**src/vidc_pkg.sv**
```systemverilog
// Purpose: shared constants and types for the code-tracking supply checker
// Assumes: 40 MHz clock, Avalon-MM register slave with 32-bit data
// Notes: voltages are carried in half-millivolt units, 12 bits wide

package vidc_pkg;

  // ****************************************************************
  // clock and timing
  // ****************************************************************
  localparam int CLK_HZ = 40_000_000;
  localparam int WINDOW_US = 1500; // averaging window, 1.5 ms
  localparam int WINDOW_CYC = WINDOW_US * (CLK_HZ / 1_000_000);
  localparam int INTERVAL_MS = 100; // comparison interval, 100 ms
  localparam int INTERVAL_CYC = INTERVAL_MS * (CLK_HZ / 1000);
  localparam int SKEW_NS = 300; // settle time for line-to-line skew
  localparam int SKEW_CYC = (SKEW_NS * (CLK_HZ / 1_000_000) + 999) / 1000;
  localparam logic [7:0] SKEW_CNT = 8'(SKEW_CYC);
  localparam int SAMPLE_SHIFT = 6;
  localparam int SAMPLES = 1 << SAMPLE_SHIFT;
  localparam logic [5:0] IDX_LAST = 6'h3F;

  // ****************************************************************
  // voltage scale and code tables
  // ****************************************************************
  localparam int HMV_W = 12;
  localparam int ACC_W = HMV_W + SAMPLE_SHIFT;
  localparam logic [12:0] CEIL_HMV = 13'h0C67; // 1.5875 V
  localparam logic [11:0] CORE_LSB_HMV = 12'h00E; // per adc count
  localparam logic [11:0] LEG_BASE = 12'hC80;
  localparam logic [11:0] LEG_STEP = 12'h019;
  localparam logic [6:0] LEG_OFF = 7'h3F;
  localparam logic [11:0] EXT_BASE = 12'hC80;
  localparam logic [11:0] EXT_STEP = 12'h00D;
  localparam logic [6:0] EXT_OFF = 7'h7F;
  localparam logic [11:0] NEW_BASE = 12'hC80;
  localparam logic [11:0] NEW_STEP = 12'h00C;
  localparam logic [6:0] NEW_OFF = 7'h00;

  // ****************************************************************
  // register map
  // ****************************************************************
  localparam int ADDR_W = 6;
  localparam logic [5:0] OFS_CTRL = 6'h00;
  localparam logic [5:0] OFS_UPPER = 6'h04;
  localparam logic [5:0] OFS_LOWER = 6'h08;
  localparam logic [5:0] OFS_STATUS = 6'h0C;
  localparam logic [5:0] OFS_MASK = 6'h10;
  localparam logic [5:0] OFS_AVG1 = 6'h14;
  localparam logic [5:0] OFS_AVG2 = 6'h18;
  localparam logic [5:0] OFS_TEMP = 6'h1C;
  localparam int AVG_OFF_BIT = 16;
  localparam int GPI_LSB = 4;
  localparam logic [11:0] OFS_RST = 12'h064;

  typedef enum logic [1:0] {
    VID_LEGACY,
    VID_EXTENDED,
    VID_NEWER7,
    VID_NEWER6
  } vidc_mode_e;

  typedef struct packed {
    logic temp_b_signed;
    logic temp_a_signed;
    logic check_en;
    vidc_mode_e mode;
  } vidc_ctrl_s;

  typedef struct packed {
    logic lo;
    logic hi;
  } vidc_err_s;

  localparam vidc_ctrl_s CTRL_RST = '{temp_b_signed: 1'b0,
    temp_a_signed: 1'b0, check_en: 1'b1, mode: VID_LEGACY};

endpackage

```
**src/vidc_vid_lut.sv**
```systemverilog
// Purpose: code to target voltage table with a registered read port
// Assumes: code is already filtered against skew
// Notes: one instance per processor

`timescale 1ns/1ps

module vidc_vid_lut (
  input wire logic clk,
  input wire logic reset,
  input wire vidc_pkg::vidc_mode_e mode,
  input wire logic [6:0] code,
  output logic [11:0] target,
  output logic off
);

  logic [11:0] next_target;
  logic next_off;
  logic [18:0] prod;

  // ****************************************************************
  // per-mode table, linear below the base, off codes flagged
  // ****************************************************************
  always_comb begin
    prod = '0;
    next_off = 1'b0;
    next_target = '0;
    case (mode)
      vidc_pkg::VID_LEGACY: begin
        prod = {13'h0000, code[5:0]} * {7'h00, vidc_pkg::LEG_STEP};
        next_off = ({1'b0, code[5:0]} == vidc_pkg::LEG_OFF);
        next_target = vidc_pkg::LEG_BASE - prod[11:0];
      end
      vidc_pkg::VID_EXTENDED: begin
        prod = {12'h000, code} * {7'h00, vidc_pkg::EXT_STEP};
        next_off = (code == vidc_pkg::EXT_OFF);
        next_target = vidc_pkg::EXT_BASE - prod[11:0];
      end
      vidc_pkg::VID_NEWER7: begin
        prod = {12'h000, code} * {7'h00, vidc_pkg::NEW_STEP};
        next_off = (code == vidc_pkg::NEW_OFF);
        next_target = vidc_pkg::NEW_BASE - prod[11:0];
      end
      default: begin
        // six-bit flavour of the newer table, top bit not decoded
        prod = {13'h0000, code[5:0]} * {7'h00, vidc_pkg::NEW_STEP};
        next_off = ({1'b0, code[5:0]} == vidc_pkg::NEW_OFF);
        next_target = vidc_pkg::NEW_BASE - prod[11:0];
      end
    endcase
    // off codes carry no meaningful target
    if (next_off) begin
      next_target = '0;
    end
  end

  // registered read data
  always_ff @(posedge clk) begin
    if (reset) begin
      target <= '0;
      off <= 1'b0;
    end else begin
      target <= next_target;
      off <= next_off;
    end
  end

endmodule

```
**config.mk**
```make
export PLATFORM = sky130hd
export DESIGN_NAME = vidc_vid_lut
export DESIGN_NICKNAME = d
export VERILOG_FILES = /design/src/vidc_pkg.sv /design/src/vidc_vid_lut.sv
export SDC_FILE = /design/constraint.sdc
export NUM_CORES = 1
export LEC_CHECK = 0
export BUFFER_PORTS_ARGS = -buffer_cell sky130_fd_sc_hd__buf_4
export CAP_MARGIN = 20
export CORE_MARGIN = 4
export CORE_UTILIZATION = 40
export CTS_BUF_LIST = sky130_fd_sc_hd__clkbuf_16
export DETAILED_ROUTE_END_ITERATION = 10
export GPL_TIMING_DRIVEN = 0
export PLACE_DENSITY = 0.57
export SLEW_MARGIN = 30
export SYNTH_ARGS = -nofsm -noshare
export SYNTH_HDL_FRONTEND = slang
export SYNTH_SLANG_ARGS = --single-unit
```
**constraint.sdc**
```tcl
create_clock -name clk -period 3.83 [get_ports clk]
set_input_delay 0 -clock clk [delete_from_list [all_inputs] [get_ports clk]]
set_output_delay 0 -clock clk [all_outputs]
set_load 0.01 [all_outputs]
```
==> out/metrics.cfg <==
[status]
status = completed

[clocking]
cts_buffers = 3
cts-root-buf = clkbuf_16
tritoncts = done
clockBufferDepth = 2
cts-resized-gates = 0
cts.sinks = 13
path_clk_slew_ns = 0.04
htree_levels = 1

[logic_synthesis]
synth_cell_types = 57
syn_nets = 374
synth_top_area_share_pct = 25.6
yosysWarnings = 0
ys_async_sr_fraction_pct = 0
synth_edf_count = 0
ys_seq_area_share_pct = 10.4
postSynthAreaPerCell_sq_um = 8.31
synth_cells = 300
synthTopCellsByArea = ha_1 (26%), dfxtp_1 (10%), fa_1 (9.6%)
synth_top_cell_by_area = ha_1
synthesis.area_sq_um = 2490
synth_flop_cell = dfxtp_1
ys_ff_latch = 13

[job]
cap_violations = 0

[route]
vias_per_cell = 5.52
wl_met1_mm = 3.08
dr_wl_met3_um = 299
detail_route.first_pass.iterations = 5
wl_met2_mm = 3.07
wl_mm = 6.54
wl_per_cell_um = 16.3
highest_layer = met4
remaining_drc_errors = 0
drt_iter0_drc = 150
drtAntennaViolNets = 0
via_count = 2221

[final_layout]
stdcell_count = 402
syn2layout_area_growth_pct = 14.0
antennaDiodeCount = 0
final_cell_mix = ha_1 (51), inv_1 (48), buf_4 (22)
drive_above_1_share_pct = 11.3
fin_nets = 402
mostFrequentLayoutCell = ha_1

[placement]
place_congestion = 0.898
port_buffers = 22
hpwl_mm = 5.44
dpl.cell_count = 397

[pwr]
total_leakage_power_uw = 0.00135
pwr_density_cell_nw_per_um2 = 382
p_seq_share_pct = 14.8
power.internal_uw = 606
swShare_pct = 44.2
pwr-share-comb_pct = 67.8
clkPwrFrac_pct = 17.5
peakVddDrop_v = 0.000403
p_sw_uw = 480

[critical_path]
worstPathArrival_ns = 3.44
endpoint = target[10]
cp_slowest_cell = a2111oi_0
crit_chain = buf_4 > ha_1 > inv_1 > fa_1 > inv_1 > fa_1 > inv_1 > ha_1 > a2111oi_0 > o31ai_1 > xor2_1 > nor2_1 > o32ai_1
crit_path_start_kind = input port
criticalPathCategory = input port to register
required_ns = 3.96
crit_top_cell = inv_1
timing.critical_path.from = code[2]
slowest_delay_ns = 0.59
cp-end-kind = register
cp_max_fo = 6

[global_routing]
grt_pass1_wl_mm = 10.4
grt_pass1_vias = 2004
grt_use_total_pct = 17.5
gr-total-overflow = 0
antenna_found_initial = 0
grt_max_degree = 12

[floorplan]
core_area_sq_um = 5990
boundaryPins = 24
rows = 28
die_w_um = 86.9
dieArea_sq_um = 7560
fp.dieH_um = 86.9
start_util_pct = 41.6

[timing]
clock.fmax_mhz = 302
tns_ns = 0
setup_viol = 0
fin_crit_ns = 3.31
hold_viol = 0
rsz0062_at_grt = no
post-route-period-util_pct = 86.5
slew_headroom_pct = 57.8
slew_violations = 0
max_slew.worst_pin.slew_ns = 0.617

[min_path]
hold_class = input port to register

through the flow:
stage	total power [uW]	util (%)	hold slack (ns)	area, sq um	worst slack [ns]
after floorplan	691	-	0.0724	2490	0.846
after global placement	888	45.9	0.170	2750	0.299
after detailed placement	895	45.9	0.172	2750	0.293
after CTS	1090	47.4	0.158	2840	0.501
after global routing	1180	47.4	0.176	2840	0.336
final	1090	47.4	0.160	2840	0.518
power by group through the flow:
stage	Combinational, uW	Sequential [uW]	Clock, uW
final	736	160	190
after global routing	818	162	198
after CTS	736	161	193
after detailed placement	732	163	0
after global placement	726	162	0
after floorplan	517	174	0
worst min-delay path by stage:
stage	from	endpoint	slack, ns	cells after the start
after detailed placement	reset	off	0.17	2
after global placement	reset	off	0.17	2
after floorplan	reset	off	0.07	1
after CTS	code[0]	target[0]	0.16	3
after global routing	code[0]	target[0]	0.18	3
final	code[0]	target[0]	0.16	3
layer usage:
metal  GRT usage [%]  up-vias
met5               0        -
met3            1.23       11
met1            24.6     1019
met4            3.82        0
li1                -     1122
met2            29.3       69
layout make-up:
type / instances / area [sq um]
Clock buffer: 3 / 75.1
Sequential cell: 13 / 260
Multi-Input combinational cell: 230 / 2010
Tap cell: 75 / 93.8
Timing Repair Buffer: 23 / 175
Buffer: 9 / 43.8
Fill cell: 626 / 3150
Clock inverter: 1 / 3.75
Inverter: 48 / 180
kinds of logic (layout without fill, tap and decap cells):
family / Yosys count / after routing / synth area share (%)
AOI/OAI and AO/OA: 69 / 69 / 20.1
xor gates and xnor gates: 22 / 22 / 7.73
adders and majority gates: 63 / 63 / 35.2
buffers and inverters: 57 / 84 / 8.99
DFF: 13 / 13 / 10.4
muxes: 1 / 1 / 0.402
and+or+nand+nor: 75 / 75 / 17.1
state kept, by name, indices dropped and copies added, names as in the netlist:
name and cells:
target 12, off 1
cells in the mapped netlist, types with 2 or more instances:
master,n
ha_1,51
inv_1,47
nor2_1,16
a21oi_1,15
xnor2_1,14
dfxtp_1,13
fa_1,12
nand3_1,9
nor3_1,9
a211oi_1,8
xor2_1,8
nand2_1,7
nand4_1,7
o21ai_0,7
clkbuf_1,6
a21o_1,4
nand2b_1,4
nor2b_1,4
nor3b_1,4
a221oi_1,3
o21a_1,3
a2111oi_0,2
a211o_1,2
a311o_1,2
a311oi_1,2
a31o_2,2
a31oi_1,2
buf_2,2
nand3b_1,2
nor4b_1,2
o211a_1,2
o21bai_1,2
o31ai_1,2
or2_2,2
worst max-delay path, delay by kind of cell:
kind                       cells  cell delay, ns
buffers and inverters          4            0.36
xor gates and xnor gates       1            0.21
adders and majority gates      4            1.70
AOI/OAI and AO/OA              3            1.11
and+or+nand+nor                1            0.06
what timing repair did:
action / CTS / global route
hold buffers: 1 / 0
endpoints found under the hold margin: 1 / 0
setup buffers: 0 / 0
(Power assumes the default switching activity.)
